$ cat src/fcs_pkg.sv
// Constants for the flash command sequencer host controller.
// Assumes a 50 MHz aclk and a byte-wide flash with active-low strobes.
package fcs_pkg;
  // ----------------------------------------------------------------------
  // Flash command codes and addresses
  // ----------------------------------------------------------------------
  localparam logic [7:0] CMD_ERASE_SETUP = 8'h20;
  localparam logic [7:0] CMD_ERASE_CONFIRM = 8'hd0;
  localparam logic [7:0] CMD_PROG_SETUP = 8'h10;
  localparam logic [7:0] CMD_RESET = 8'hff;
  localparam logic [7:0] CMD_IDENTIFY = 8'h90;
  localparam logic [18:0] ADDR_MAKER_CODE = 19'h00000;
  localparam logic [18:0] ADDR_PART_CODE = 19'h00001;
  localparam int SEQ_LEN = 7;
  localparam logic [15:0] UNLOCK_SEQ [SEQ_LEN] = '{16'h1823, 16'h1820, 16'h1822, 16'h0418,
                                                   16'h041b, 16'h0419, 16'h041a};
  localparam logic [15:0] LOCK_LAST = 16'h040a;
  localparam int BLOCK_LSB = 8;
  localparam int POLL_BIT = 7;
  localparam int TOGGLE_BIT = 6;

  // ----------------------------------------------------------------------
  // Timing
  // ----------------------------------------------------------------------
  localparam int CLK_MHZ = 50;
  localparam int STROBE_NS = 150;
  localparam logic [7:0] STROBE_CYC = 8'((STROBE_NS * CLK_MHZ + 999) / 1000);
  localparam int ERASE_MAX_US = 4000;
  localparam int ERASE_MAX_CYC = ERASE_MAX_US * CLK_MHZ;
  localparam int PROG_MAX_US = 40;
  localparam int PROG_MAX_CYC = PROG_MAX_US * CLK_MHZ;

  // ----------------------------------------------------------------------
  // Register map
  // ----------------------------------------------------------------------
  localparam logic [4:0] REG_CTRL = 5'h00;
  localparam logic [4:0] REG_ADDR = 5'h04;
  localparam logic [4:0] REG_WDATA = 5'h08;
  localparam logic [4:0] REG_STATUS = 5'h0c;
  localparam logic [4:0] REG_RDATA = 5'h10;
  localparam logic [31:0] CTRL_RESET = 32'h00000000;

  // Ctrl opcodes in bits 2:0, written with bit 31 set to launch
  typedef enum logic [2:0] {
    FCS_OP_READ = 3'h0,
    FCS_OP_ERASE = 3'h1,
    FCS_OP_PROG = 3'h2,
    FCS_OP_ABORT = 3'h3,
    FCS_OP_IDENT = 3'h4,
    FCS_OP_UNLOCK = 3'h5,
    FCS_OP_LOCK = 3'h6
  } fcs_op_t;
  localparam int CTRL_GO = 31;

  typedef enum logic [2:0] {
    FCS_IDLE = 3'b000,
    FCS_STEP = 3'b001,
    FCS_CYCLE = 3'b011,
    FCS_POLL = 3'b010,
    FCS_DONE = 3'b110
  } fcs_state_t;
endpackage : fcs_pkg

$ cat src/fcs_bus_cycle.sv
// One flash bus cycle: a read or a write strobe of fixed width.
// Assumes the flash samples on strobe edges; strobe width exceeds pulse minima.
`timescale 1ns/1ps
module fcs_bus_cycle (
  input wire logic aclk,
  input wire logic aresetn,
  input wire logic start,
  input wire logic is_write,
  input wire logic [18:0] addr,
  input wire logic [7:0] wdata,
  output logic busy,
  output logic done,
  output logic [7:0] rdata,
  output logic [18:0] flash_addr,
  output logic [7:0] dq_out,
  output logic dq_oe,
  input wire logic [7:0] dq_in,
  output logic ce_n,
  output logic oe_n,
  output logic we_n
);
  logic [7:0] cnt;
  logic wr;

  // ----------------------------------------------------------------------
  // Strobe timing
  // ----------------------------------------------------------------------
  // Address and data settle two cycles before strobes fall and stay one after
  always_ff @(posedge aclk)
  begin
    if (!aresetn)
    begin
      cnt <= 8'h00;
      busy <= 1'b0;
      done <= 1'b0;
      wr <= 1'b0;
      flash_addr <= 19'h00000;
      dq_out <= 8'h00;
      dq_oe <= 1'b0;
      ce_n <= 1'b1;
      oe_n <= 1'b1;
      we_n <= 1'b1;
      rdata <= 8'h00;
    end
    else
    begin
      done <= 1'b0;
      if (!busy && start)
      begin
        busy <= 1'b1;
        wr <= is_write;
        flash_addr <= addr;
        dq_out <= wdata;
        dq_oe <= is_write;
        cnt <= fcs_pkg::STROBE_CYC + 8'h02;
      end
      else if (busy)
      begin
        cnt <= cnt - 8'h01;
        if (cnt == fcs_pkg::STROBE_CYC + 8'h01)
        begin
          // never OE low together with WE low
          ce_n <= 1'b0;
          oe_n <= wr;
          we_n <= !wr;
        end
        else if (cnt == 8'h01)
        begin
          // Sample before the rising edge, when data is surely valid
          if (!wr)
            rdata <= dq_in;
          ce_n <= 1'b1;
          oe_n <= 1'b1;
          we_n <= 1'b1;
        end
        else if (cnt == 8'h00)
        begin
          busy <= 1'b0;
          done <= 1'b1;
          dq_oe <= 1'b0;
        end
      end
    end
  end
endmodule : fcs_bus_cycle

$ cat src/fcs_axil_regs.sv
// AXI4-Lite slave holding the controller's own command and status registers.
// Assumes one outstanding write and one read; a read answers at capture, a write one cycle after.
`timescale 1ns/1ps
module fcs_axil_regs (
  input wire logic aclk,
  input wire logic aresetn,
  input wire logic [4:0] awaddr,
  input wire logic awvalid,
  output logic awready,
  input wire logic [31:0] wdata,
  input wire logic [3:0] wstrb,
  input wire logic wvalid,
  output logic wready,
  output logic [1:0] bresp,
  output logic bvalid,
  input wire logic bready,
  input wire logic [4:0] araddr,
  input wire logic arvalid,
  output logic arready,
  output logic [31:0] rdata,
  output logic [1:0] rresp,
  output logic rvalid,
  input wire logic rready,
  output logic go,
  output logic [31:0] ctrl,
  output logic [31:0] addr_reg,
  output logic [31:0] wdata_reg,
  input wire logic [31:0] status,
  input wire logic [31:0] rdata_reg
);
  logic aw_held;
  logic w_held;
  logic [4:0] aw_addr;
  logic [31:0] w_data;
  logic [3:0] w_strb;

  function automatic logic [31:0] fcs_merge(input logic [31:0] old, input logic [31:0] nw,
                                           input logic [3:0] be);
    logic [31:0] m;
    m = old;
    for (int i = 0; i < 4; i++)
      if (be[i])
        m[i*8 +: 8] = nw[i*8 +: 8];
    return m;
  endfunction : fcs_merge

  assign awready = !aw_held && !bvalid;
  assign wready = !w_held && !bvalid;
  assign arready = !rvalid;

  // ----------------------------------------------------------------------
  // Write path
  // ----------------------------------------------------------------------
  always_ff @(posedge aclk)
  begin
    if (!aresetn)
    begin
      aw_held <= 1'b0;
      w_held <= 1'b0;
      aw_addr <= 5'h00;
      w_data <= 32'h00000000;
      w_strb <= 4'h0;
      bvalid <= 1'b0;
      bresp <= 2'b00;
      go <= 1'b0;
      ctrl <= fcs_pkg::CTRL_RESET;
      addr_reg <= 32'h00000000;
      wdata_reg <= 32'h00000000;
    end
    else
    begin
      go <= 1'b0;
      if (awvalid && awready)
      begin
        aw_held <= 1'b1;
        aw_addr <= awaddr;
      end
      if (wvalid && wready)
      begin
        w_held <= 1'b1;
        w_data <= wdata;
        w_strb <= wstrb;
      end
      if (aw_held && w_held)
      begin
        aw_held <= 1'b0;
        w_held <= 1'b0;
        bvalid <= 1'b1;
        bresp <= 2'b00;
        case (aw_addr)
          fcs_pkg::REG_CTRL:
          begin
            ctrl <= fcs_merge(ctrl, w_data, w_strb);
            go <= w_strb[3] && w_data[fcs_pkg::CTRL_GO];
          end
          fcs_pkg::REG_ADDR: addr_reg <= fcs_merge(addr_reg, w_data, w_strb);
          fcs_pkg::REG_WDATA: wdata_reg <= fcs_merge(wdata_reg, w_data, w_strb);
          fcs_pkg::REG_STATUS, fcs_pkg::REG_RDATA: bresp <= 2'b00;
          default: bresp <= 2'b10;
        endcase
      end
      else if (bvalid && bready)
        bvalid <= 1'b0;
    end
  end

  // ----------------------------------------------------------------------
  // Read path
  // ----------------------------------------------------------------------
  always_ff @(posedge aclk)
  begin
    if (!aresetn)
    begin
      rvalid <= 1'b0;
      rdata <= 32'h00000000;
      rresp <= 2'b00;
    end
    else if (arvalid && arready)
    begin
      rvalid <= 1'b1;
      rresp <= 2'b00;
      case (araddr)
        fcs_pkg::REG_CTRL: rdata <= {1'b0, ctrl[30:0]};
        fcs_pkg::REG_ADDR: rdata <= addr_reg;
        fcs_pkg::REG_WDATA: rdata <= wdata_reg;
        fcs_pkg::REG_STATUS: rdata <= status;
        fcs_pkg::REG_RDATA: rdata <= rdata_reg;
        default:
        begin
          rdata <= 32'h00000000;
          rresp <= 2'b10;
        end
      endcase
    end
    else if (rvalid && rready)
      rvalid <= 1'b0;
  end
endmodule : fcs_axil_regs

$ cat src/fcs_flash_host.sv
// Host controller that drives a byte-wide parallel flash through its pins.
// Assumes synchronous pin inputs and software ordering via AXI4-Lite registers.
//
// Local design decisions: the AXI4-Lite interface to the registers and the placing of the registers.
`timescale 1ns/1ps
module fcs_flash_host #(
  parameter int ERASE_LIMIT = fcs_pkg::ERASE_MAX_CYC
) (
  input wire logic aclk,
  input wire logic aresetn,
  input wire logic [4:0] s_axil_awaddr,
  input wire logic s_axil_awvalid,
  output logic s_axil_awready,
  input wire logic [31:0] s_axil_wdata,
  input wire logic [3:0] s_axil_wstrb,
  input wire logic s_axil_wvalid,
  output logic s_axil_wready,
  output logic [1:0] s_axil_bresp,
  output logic s_axil_bvalid,
  input wire logic s_axil_bready,
  input wire logic [4:0] s_axil_araddr,
  input wire logic s_axil_arvalid,
  output logic s_axil_arready,
  output logic [31:0] s_axil_rdata,
  output logic [1:0] s_axil_rresp,
  output logic s_axil_rvalid,
  input wire logic s_axil_rready,
  output logic [18:0] flash_addr,
  output logic [7:0] flash_dq_out,
  output logic flash_dq_oe,
  input wire logic [7:0] flash_dq_in,
  output logic flash_ce_n,
  output logic flash_oe_n,
  output logic flash_we_n
);
  logic go;
  logic [31:0] ctrl;
  logic [31:0] addr_reg;
  logic [31:0] wdata_reg;
  logic [31:0] status;
  logic [31:0] rdata_reg;
  logic cyc_start;
  logic cyc_write;
  logic [18:0] cyc_addr;
  logic [7:0] cyc_wdata;
  logic cyc_busy;
  logic cyc_done;
  logic [7:0] cyc_rdata;

  fcs_pkg::fcs_state_t state;
  fcs_pkg::fcs_state_t next_state;
  fcs_pkg::fcs_op_t op_q;
  fcs_pkg::fcs_op_t op_in;
  logic [18:0] base_addr;
  logic [7:0] base_data;
  logic [18:0] poll_addr;
  logic [7:0] expect_byte;
  logic [2:0] idx;
  logic [2:0] last_idx;
  logic poll_on;
  logic poll_first;
  logic [7:0] prev_rd;
  logic [31:0] wait_cnt;
  logic [31:0] wait_limit;
  logic locked;
  logic refused;
  logic timed_out;
  logic launch;
  logic deny;
  logic [27:0] step;
  logic poll_hit;
  logic poll_end;

  // ----------------------------------------------------------------------
  // Order decoding
  // ----------------------------------------------------------------------
  // The flash ignores the low byte on a confirm, so zero it
  function automatic logic [18:0] fcs_block(input logic [18:0] a);
    return {a[18:fcs_pkg::BLOCK_LSB], 8'h00};
  endfunction : fcs_block

  function automatic logic [18:0] fcs_seq_addr(input logic [2:0] i, input logic relock);
    logic [15:0] w;
    w = fcs_pkg::UNLOCK_SEQ[i];
    if (relock && i == 3'(fcs_pkg::SEQ_LEN - 1))
      w = fcs_pkg::LOCK_LAST;
    return {3'h0, w};
  endfunction : fcs_seq_addr

  function automatic logic [2:0] fcs_last(input fcs_pkg::fcs_op_t o);
    logic [2:0] n;
    case (o)
      fcs_pkg::FCS_OP_ERASE, fcs_pkg::FCS_OP_PROG: n = 3'h1;
      fcs_pkg::FCS_OP_IDENT: n = 3'h2;
      fcs_pkg::FCS_OP_UNLOCK, fcs_pkg::FCS_OP_LOCK: n = 3'(fcs_pkg::SEQ_LEN - 1);
      default: n = 3'h0;
    endcase
    return n;
  endfunction : fcs_last

  function automatic logic fcs_guarded(input fcs_pkg::fcs_op_t o);
    return (o == fcs_pkg::FCS_OP_ERASE) || (o == fcs_pkg::FCS_OP_PROG);
  endfunction : fcs_guarded

  // One flash bus step of an order: {write, address, data}
  function automatic logic [27:0] fcs_step(input fcs_pkg::fcs_op_t o, input logic [2:0] i,
                                           input logic [18:0] a, input logic [7:0] d);
    logic [27:0] s;
    s = {1'b0, a, 8'h00};
    case (o)
      fcs_pkg::FCS_OP_ERASE:
        if (i == 3'h0)
          s = {1'b1, a, fcs_pkg::CMD_ERASE_SETUP};
        else
          s = {1'b1, fcs_block(a), fcs_pkg::CMD_ERASE_CONFIRM};
      fcs_pkg::FCS_OP_PROG:
        if (i == 3'h0)
          s = {1'b1, a, fcs_pkg::CMD_PROG_SETUP};
        else
          s = {1'b1, a, d};
      fcs_pkg::FCS_OP_ABORT: s = {1'b1, a, fcs_pkg::CMD_RESET};
      fcs_pkg::FCS_OP_IDENT:
        if (i == 3'h0)
          s = {1'b1, a, fcs_pkg::CMD_IDENTIFY};
        else if (i == 3'h1)
          s = {1'b0, fcs_pkg::ADDR_MAKER_CODE, 8'h00};
        else
          s = {1'b0, fcs_pkg::ADDR_PART_CODE, 8'h00};
      fcs_pkg::FCS_OP_UNLOCK: s = {1'b0, fcs_seq_addr(i, 1'b0), 8'h00};
      fcs_pkg::FCS_OP_LOCK: s = {1'b0, fcs_seq_addr(i, 1'b1), 8'h00};
      default: s = {1'b0, a, 8'h00};
    endcase
    return s;
  endfunction : fcs_step

  // ----------------------------------------------------------------------
  // Register slave and flash bus cycle
  // ----------------------------------------------------------------------
  fcs_axil_regs u_regs (.aclk(aclk), .aresetn(aresetn),
    .awaddr(s_axil_awaddr), .awvalid(s_axil_awvalid), .awready(s_axil_awready),
    .wdata(s_axil_wdata), .wstrb(s_axil_wstrb), .wvalid(s_axil_wvalid),
    .wready(s_axil_wready), .bresp(s_axil_bresp), .bvalid(s_axil_bvalid),
    .bready(s_axil_bready), .araddr(s_axil_araddr), .arvalid(s_axil_arvalid),
    .arready(s_axil_arready), .rdata(s_axil_rdata), .rresp(s_axil_rresp),
    .rvalid(s_axil_rvalid), .rready(s_axil_rready), .go(go), .ctrl(ctrl),
    .addr_reg(addr_reg), .wdata_reg(wdata_reg), .status(status), .rdata_reg(rdata_reg));

  fcs_bus_cycle u_cyc (.aclk(aclk), .aresetn(aresetn), .start(cyc_start),
    .is_write(cyc_write), .addr(cyc_addr), .wdata(cyc_wdata), .busy(cyc_busy),
    .done(cyc_done), .rdata(cyc_rdata), .flash_addr(flash_addr), .dq_out(flash_dq_out),
    .dq_oe(flash_dq_oe), .dq_in(flash_dq_in), .ce_n(flash_ce_n), .oe_n(flash_oe_n),
    .we_n(flash_we_n));

  // ----------------------------------------------------------------------
  // Launch and step selection
  // ----------------------------------------------------------------------
  assign op_in = fcs_pkg::fcs_op_t'(ctrl[2:0]);
  // Orders arriving while busy are dropped, never queued
  assign deny = go && (state == fcs_pkg::FCS_IDLE) && locked && fcs_guarded(op_in);
  assign launch = go && (state == fcs_pkg::FCS_IDLE) && !deny;
  assign step = fcs_step(op_q, idx, base_addr, base_data);
  // In polling a read starts only once the previous done pulse has passed
  assign cyc_start = (state == fcs_pkg::FCS_STEP) ||
                     ((state == fcs_pkg::FCS_POLL) && !cyc_busy && !cyc_done);
  assign cyc_write = (state != fcs_pkg::FCS_POLL) && step[27];
  assign cyc_addr = (state == fcs_pkg::FCS_POLL) ? poll_addr : step[26:8];
  assign cyc_wdata = step[7:0];
  assign poll_hit = !poll_first &&
                    (cyc_rdata[fcs_pkg::POLL_BIT] == expect_byte[fcs_pkg::POLL_BIT]) &&
                    (cyc_rdata[fcs_pkg::TOGGLE_BIT] == prev_rd[fcs_pkg::TOGGLE_BIT]) &&
                    (cyc_rdata == prev_rd);
  assign poll_end = poll_hit || (wait_cnt >= wait_limit);
  assign status = {28'h0000000, timed_out, refused, locked, state != fcs_pkg::FCS_IDLE};

  // ----------------------------------------------------------------------
  // Sequencer
  // ----------------------------------------------------------------------
  always_ff @(posedge aclk)
  begin
    if (!aresetn)
      state <= fcs_pkg::FCS_IDLE;
    else
      state <= next_state;
  end

  always_comb
  begin
    next_state = state;
    case (state)
      fcs_pkg::FCS_IDLE:
        if (launch)
          next_state = fcs_pkg::FCS_STEP;
      fcs_pkg::FCS_STEP: next_state = fcs_pkg::FCS_CYCLE;
      fcs_pkg::FCS_CYCLE:
        if (cyc_done && idx != last_idx)
          next_state = fcs_pkg::FCS_STEP;
        else if (cyc_done && poll_on)
          next_state = fcs_pkg::FCS_POLL;
        else if (cyc_done)
          next_state = fcs_pkg::FCS_DONE;
      fcs_pkg::FCS_POLL:
        if (cyc_done && poll_end)
          next_state = fcs_pkg::FCS_DONE;
      fcs_pkg::FCS_DONE: next_state = fcs_pkg::FCS_IDLE;
      default: next_state = fcs_pkg::FCS_IDLE;
    endcase
  end

  always_ff @(posedge aclk)
  begin
    if (!aresetn)
    begin
      op_q <= fcs_pkg::FCS_OP_READ;
      base_addr <= 19'h00000;
      base_data <= 8'h00;
      last_idx <= 3'h0;
      poll_on <= 1'b0;
      poll_addr <= 19'h00000;
      expect_byte <= 8'h00;
      wait_limit <= 32'h00000000;
    end
    else if (launch)
    begin
      op_q <= op_in;
      base_addr <= addr_reg[18:0];
      base_data <= wdata_reg[7:0];
      last_idx <= fcs_last(op_in);
      poll_on <= fcs_guarded(op_in);
      if (op_in == fcs_pkg::FCS_OP_ERASE)
      begin
        poll_addr <= fcs_block(addr_reg[18:0]);
        expect_byte <= 8'hff;
        wait_limit <= 32'(ERASE_LIMIT);
      end
      else
      begin
        poll_addr <= addr_reg[18:0];
        expect_byte <= wdata_reg[7:0];
        wait_limit <= 32'(fcs_pkg::PROG_MAX_CYC);
      end
    end
  end

  always_ff @(posedge aclk)
  begin
    if (!aresetn || launch)
      idx <= 3'h0;
    else if (state == fcs_pkg::FCS_CYCLE && cyc_done && idx != last_idx)
      idx <= idx + 3'h1;
  end

  // ----------------------------------------------------------------------
  // Completion polling
  // ----------------------------------------------------------------------
  always_ff @(posedge aclk)
  begin
    if (!aresetn || launch)
    begin
      poll_first <= 1'b1;
      prev_rd <= 8'h00;
      wait_cnt <= 32'h00000000;
    end
    else if (state == fcs_pkg::FCS_POLL)
    begin
      wait_cnt <= wait_cnt + 32'h00000001;
      if (cyc_done)
      begin
        poll_first <= 1'b0;
        prev_rd <= cyc_rdata;
      end
    end
  end

  // ----------------------------------------------------------------------
  // Status flags
  // ----------------------------------------------------------------------
  // Abort leaves the lock view alone, as the flash does
  always_ff @(posedge aclk)
  begin
    if (!aresetn)
      locked <= 1'b1;
    else if (state == fcs_pkg::FCS_DONE && op_q == fcs_pkg::FCS_OP_UNLOCK)
      locked <= 1'b0;
    else if (state == fcs_pkg::FCS_DONE && op_q == fcs_pkg::FCS_OP_LOCK)
      locked <= 1'b1;
  end

  always_ff @(posedge aclk)
  begin
    if (!aresetn)
      refused <= 1'b0;
    else if (deny)
      refused <= 1'b1;
    else if (launch)
      refused <= 1'b0;
  end

  always_ff @(posedge aclk)
  begin
    if (!aresetn || launch)
      timed_out <= 1'b0;
    else if (state == fcs_pkg::FCS_POLL && cyc_done && !poll_hit && poll_end)
      timed_out <= 1'b1;
  end

  // Identify order packs both codes: maker low byte, part next byte
  always_ff @(posedge aclk)
  begin
    if (!aresetn)
      rdata_reg <= 32'h00000000;
    else if (cyc_done && state == fcs_pkg::FCS_CYCLE && op_q == fcs_pkg::FCS_OP_IDENT &&
             idx == 3'h2)
      rdata_reg[15:8] <= cyc_rdata;
    else if (cyc_done && !cyc_write)
      rdata_reg <= {24'h000000, cyc_rdata};
  end
endmodule : fcs_flash_host

$ cat config.mk
export PLATFORM = sky130hd
export DESIGN_NAME = fcs_flash_host
export DESIGN_NICKNAME = d
export VERILOG_FILES = /design/src/fcs_pkg.sv /design/src/fcs_bus_cycle.sv /design/src/fcs_axil_regs.sv /design/src/fcs_flash_host.sv
export SDC_FILE = /design/constraint.sdc
export NUM_CORES = 1
export LEC_CHECK = 0
export BUFFER_PORTS_ARGS = -buffer_cell sky130_fd_sc_hd__buf_2
export CORE_MARGIN = 2
export CORE_UTILIZATION = 31
export DETAILED_ROUTE_END_ITERATION = 10
export GPL_TIMING_DRIVEN = 0
export PLACE_DENSITY = 0.5
export SYNTH_ARGS = -nofsm -noshare
export SYNTH_HDL_FRONTEND = slang
export SYNTH_SLANG_ARGS = --single-unit
$ cat constraint.sdc
create_clock -name aclk -period 3.25 [get_ports aclk]
set_clock_uncertainty 0.15 [all_clocks]
set_input_delay 0.65 -clock aclk [delete_from_list [all_inputs] [get_ports aclk]]
set_output_delay 0.65 -clock aclk [all_outputs]
set_load 0.005 [all_outputs]
Word-level counts from Yosys, hierarchy flattened

Memories as Yosys holds them, arrays and structs flattened.
Index checks and enable logic that the tools add are counted.

Register bits after elaboration: 386
Bits in latches: 0
Memory bits (writable): 0
ROM bits: 128
Bits of input ports: 61
Logic and storage cells: 242
Memories kept: 1

$add $sub $neg: 3
Multiply operators: 0
Div/mod/pow operators: 0
Magnitude comparators: 2
Equal/unequal tests: 38
Shift-type cells: 0
Multiplexer cells: 49
Bitwise gates (word level): 7
Reduce and logical (&&, ||, !) cells: 89

Memories:

| name             | words | bits a word | rd ports | clocked after memory_dff | write ports | RTL line             | text |
|---|---|---|---|---|---|---|---|
| (name not given) | 8     | 16          | 1        | 0                        | 0           | fcs_flash_host.sv:84 | `w = fcs_pkg::UNLOCK_SEQ[i];` |

Operators with widths:

| cell                                                                   | count |
|---|---|
| 28-bit case mux with 6 select lines                                    | 1 |
| 32-bit case mux with 5 select lines                                    | 1 |
| 16-bit 2-to-1 mux                                                      | 5 |
| 3-bit AND reduction                                                    | 15 |
| 1-bit logical AND                                                      | 33 |
| 32-bit by 1-bit adder with 32-bit output (second input constant)       | 1 |
| 32-bit greater-or-equal comparator                                     | 1 |
| 8-bit 2-to-1 mux                                                       | 4 |
| 28-bit 2-to-1 mux                                                      | 1 |
| 3-bit equality test (second input constant)                            | 8 |
| 1-bit 2-to-1 mux                                                       | 23 |
| 5-bit by 4-bit equality test with 1-bit output (second input constant) | 4 |
| 19-bit 2-to-1 mux                                                      | 1 |
| 3-bit by 2-bit equality test with 1-bit output (second input constant) | 6 |
| 18-bit 2-to-1 mux                                                      | 1 |
| 2-bit nonzero test                                                     | 8 |
| 3-bit 2-to-1 mux                                                       | 5 |
| 5-bit OR reduction                                                     | 3 |
| 3-bit by 1-bit equality test with 1-bit output (second input constant) | 4 |
| 1-bit logical NOT                                                      | 12 |
| 3-bit case mux with 4 select lines                                     | 1 |
| 5-bit by 3-bit equality test with 1-bit output (second input constant) | 2 |
| 5-bit equality test (second input constant)                            | 2 |
| 5-bit logical NOT                                                      | 2 |
| 26 further kinds                                                       | 44 |

Logic depth before layout (Yosys ltp)

Depth in word-level cells: 11
Depth in mapped cells: 8
Depth with buffers taken out: 7

Cells and area by module

From an unflattened synthesis, not the netlist that was laid out.

Cell total of the unflattened synthesis: 1772
Area, all modules: 15817.7 um^2

Modules (own cells, without submodules):

| module         | instances | cells an instance | area each (um^2) | sequential area each (um^2) |
|---|---|---|---|---|
| fcs_axil_regs  | 1         | 836               | 8124.0           | 3523.4 |
| fcs_flash_host | 1         | 700               | 5630.4           | 2242.2 |
| fcs_bus_cycle  | 1         | 236               | 2063.2           | 1001.0 |

Worst setup path before layout

OpenSTA, ideal clock, no wires.

Path type: register to register
Start point: register idx[1]
End point: register rdata_reg[0]
Setup time: 0.128 ns
Arrival: 1.924 ns
Data required time: 2.972 ns
Slack: 1.048 ns
Cell stages (with the launch flop): 8
Clock period less this slack: 2.202 ns
Path through: dfxtp_1 -> inv_1 -> ha_1 -> or4b_4 -> a211o_1 -> nand3_4 -> mux2i_1 -> nor2_1

Longest elaborated chain between the ends: 7
Elaborated cells on any way between the ends: 10
Classes of those cells: 1 x eq/ne; 2 x mux; 1 x bitwise; 6 x reduce/logical

RTL lines:

| item                                   | RTL line              | text |
|---|---|---|
| from (decl)                            | fcs_flash_host.sv:58  | `logic [2:0] idx;` |
| from (signal assigned)                 | fcs_flash_host.sv:249 | `idx <= idx + 3'h1;` |
| 3-bit logical NOT                      | fcs_flash_host.sv:123 | `if (i == 3'h0)` |
| 28-bit 2-to-1 mux                      | fcs_flash_host.sv:123 |  |
| 28-bit case mux with 6 select lines    | fcs_flash_host.sv:110 | `case (o)` |
| 1-bit logical AND                      | fcs_flash_host.sv:165 | `assign cyc_write = (state != fcs_pkg::FCS_POLL) && step[27];` |
| 1-bit logical NOT                      | fcs_flash_host.sv:314 | `else if (cyc_done && !cyc_write)` |
| 1-bit logical AND                      | fcs_flash_host.sv:314 |  |
| 2-bit AND reduction (no source line) * | --                    |  |
| to (signal assigned)                   | fcs_flash_host.sv:315 | `rdata_reg <= {24'h000000, cyc_rdata};` |
| to (decl)                              | fcs_flash_host.sv:41  | `logic [31:0] rdata_reg;` |

Every way passes the cells marked *; elsewhere a longest branch is shown, timed or not.
A chain may end at the register's enable or synchronous reset.

Final worst setup path

Start point: register u_cyc.cnt[4]
End point: register u_cyc.rdata[7]

Longest elaborated chain between the ends: 3
Elaborated cells on any way between the ends: 4
Classes of those cells: 2 x eq/ne; 1 x bitwise; 1 x reduce/logical

RTL lines:

| item                                           | RTL line            | text |
|---|---|---|
| from (decl)                                    | fcs_bus_cycle.sv:22 | `logic [7:0] cnt;` |
| from (signal assigned)                         | fcs_bus_cycle.sv:55 | `cnt <= fcs_pkg::STROBE_CYC + 8'h02;` |
| from (signal assigned)                         | fcs_bus_cycle.sv:59 | `cnt <= cnt - 8'h01;` |
| 8-bit by 4-bit equality test with 1-bit output | fcs_bus_cycle.sv:60 | `if (cnt == fcs_pkg::STROBE_CYC + 8'h01)` |
| 1-bit NOT (no source line)                     | --                  |  |
| 5-bit AND reduction (no source line) *         | --                  |  |
| to (signal assigned)                           | fcs_bus_cycle.sv:71 | `rdata <= dq_in;` |
| to (decl)                                      | fcs_bus_cycle.sv:13 | `output logic [7:0] rdata,` |

Marked as above.

==> run metrics <==
headroom to the max-slew limit 2.75%; critical path startpoint category flop; ratio of cells with drive above 1 in the final layout 13.2%; Place WS -0.0887 ns; Flop pwr share 42.6%; Filler cells 4680; Die Wd 215 um; post-CTS setup buffer count 0; Mean Syn Cell Area 8.42 um2; Max clock buf depth 3; vias in the first global route 12035; Synth Area in XOR/XNOR 2.78%; CP Cell Sequence nor4_1 > nand4b_1 > nor3_1 > nand2_1 > a21oi_1; Main synth FF type dfxtp_1; largest net degree at the start of global routing 14; initial antenna violation count 1; Tot Pwr 10400 uW; sw frac 27.0%; Nets 1897; Mapped Area 0.0138 mm2; Total Wirelength 47000 um; class of the tightest hold or removal check primary input to flop; Synth Area in Simple Gates 22.7%; drt wl/cell 19.3 um; Final setup viols 0; max-slew violations 0; WS Path Type flop to flop; flops & latches, synth 337; clk slew on worst S/H paths 0.06 ns; Starting Density 31.4%; part of the Yosys area used for sequential elements 48.7%; FF-to-FF setup slack 0.28 ns; diodes inserted 0; CP endpoint kind flop; final hold vios 0; RePlAce Congestion 0.869; clk_lat worst skew 0.56 ns; CTS Buf Count 40; Die H 215 um; routed via count 12434; first-pass GRT wire length 71900 um; antenna viol nets, final 0; largest family of logic cells by synthesized area simple AND/OR/NAND/NOR gates; most common cell after layout, fill and taps aside nand2_1; CP Max Fanout 8; P_sw 2820 uW; All-Layer GR Usage 19.9%; Slowest-stage cell, CP nor3_1; status complete, no violations; Clock Power Share 45.3%; fin area 0.0166 mm2; library cells used by synthesis 71; RSZ-0062 raised after global routing false; largest stage delay on the critical path 1.19 ns; Initial DRT Pass Iterations 7; maxcap violations 0; Mapped Cells 1645; # clock sinks 337; EDFF count, synth 0; Port Buffers 128; Yosys warning total 0; full die area 0.0464 mm2; Leak Pwr 0.00607 uW; final HPWL from detailed placement 34400 um; critical path arrival 3.29 ns; Area Overhead vs Synth 19.9%; hold_buf cts 0; DR iter-0 viols 1097; setup slack after layout 0.276 ns; Synth Area in Adders 1.81%; compound-cell area share of the yosys netlist 18.1%; Clock Tree Root clkbuf_16; post-CTS sizing 0; CP required 3.57 ns; peak supply drop 0.000271 V; # H-tree levels 2; DR DRC count 0; Rows 77; worst slew pin tran 1.45 ns; grt total ovfl 0; TNS Setup 0 ns; post-DR vias/cell 5.10; fmax 336 MHz; final period utilization 91.5%; asr flop ratio synth 0%; Int Pwr 7610 uW; Pwr Density 629 mW/mm2; Post-Place Cell Area 0.0152 mm2; TritonCTS clock tree yes; hold_ws 0.176 ns; most frequent cells in the layout nand2_1, dfxtp_1, a21oi_1, buf_2, nand3_1; mux contribution to synthesized area 1.52%; core area 0.0441 mm2; Comb power frac 12.1%; Ports 133; minimum clock period 2.97 ns
==> through the flow <==
stage	std cells	utilization (%)
2_1_floorplan	1646	-
4_1_cts	2437	37.6
3_5_place_dp	2366	34.5
6_report	2437	37.6
5_1_grt	2437	37.6
3_3_place_gp	2366	34.5
==> routing by layer <==
metal / GRT usage, % / part of all wire [%]
met5: 0 / 0
met4: 6.34 / 2.9
met3: 3.18 / 5.2
met2: 33.9 / 48
met1: 25.8 / 44
==> critical path, delay by kind of cell, from the launching register on <==
family	cells	cell delay, ns
AND/OR/NAND/NOR	4	2.19
AO/OA/AOI/OAI	1	0.20
flip-flops	1	0.34
==> cell families after synthesis <==
group,count (synthesis)
buffers and inverters,145
flip-flops,337
multiplexers,21
XOR/XNOR,44
other,1
adder cells (fa/ha/maj),20
AO/OA/AOI/OAI,392
AND/OR/NAND/NOR,685
==> layout make-up <==
class / instances / area (um2) / area share, %
flip-flops and latches: 337 / 6750 / 40.6
clock inverters: 17 / 251 / 1.52
multi-input cells: 1164 / 6500 / 39.2
well taps: 592 / 741 / 4.46
inverters: 31 / 116 / 0.701
plain buffers: 114 / 484 / 2.92
clock buffers: 54 / 1110 / 6.72
repair buffers: 128 / 641 / 3.86
==> path summary, 6_finish.rpt <==
path | from | to | cells after the start
hold / removal | s_axil_wdata[22] | u_regs.w_data[22] | 3
hold reg to reg | base_addr[18] | base_addr[18] | 2
setup reg to reg | u_cyc.cnt[4] | u_cyc.rdata[7] | 5
setup / recovery | u_cyc.cnt[4] | u_cyc.rdata[7] | 5
==> synth_stat cells (4+ instances only) <==
library cell	instances	area [um2]
a211o_1	6	52.6
a21o_1	5	37.5
a21oi_1	221	1110
a221oi_1	4	35.0
a222oi_1	28	280
a22o_1	40	350
a2bb2oi_1	16	140
a31oi_1	10	62.6
and2_1	7	43.8
and3_1	5	31.3
and4_1	5	43.8
buf_1	4	15.0
buf_2	29	145
clkbuf_1	76	285
dfxtp_1	337	6750
ha_1	20	250
inv_1	31	116
mux2i_1	21	210
nand2_1	357	1340
nand2b_1	14	87.6
nand3_1	112	561
nand4_1	8	50.1
nor2_1	92	345
nor3_1	26	130
nor4_1	19	119
o21ai_0	35	175
or3_1	7	43.8
xnor2_1	34	298
xor2_1	10	87.6
==> power groups by stage <==
stage | clock, uW | sequential, uW | combinational (uW)
3_5_place_dp | 0 | 4530 | 1270
3_3_place_gp | 0 | 4530 | 1250
6_report | 4720 | 4440 | 1270
5_1_grt | 5010 | 4460 | 1400
2_1_floorplan | 0 | 4490 | 816
4_1_cts | 4840 | 4440 | 1270
No activity file was read; power rests on OpenSTA's default activity.
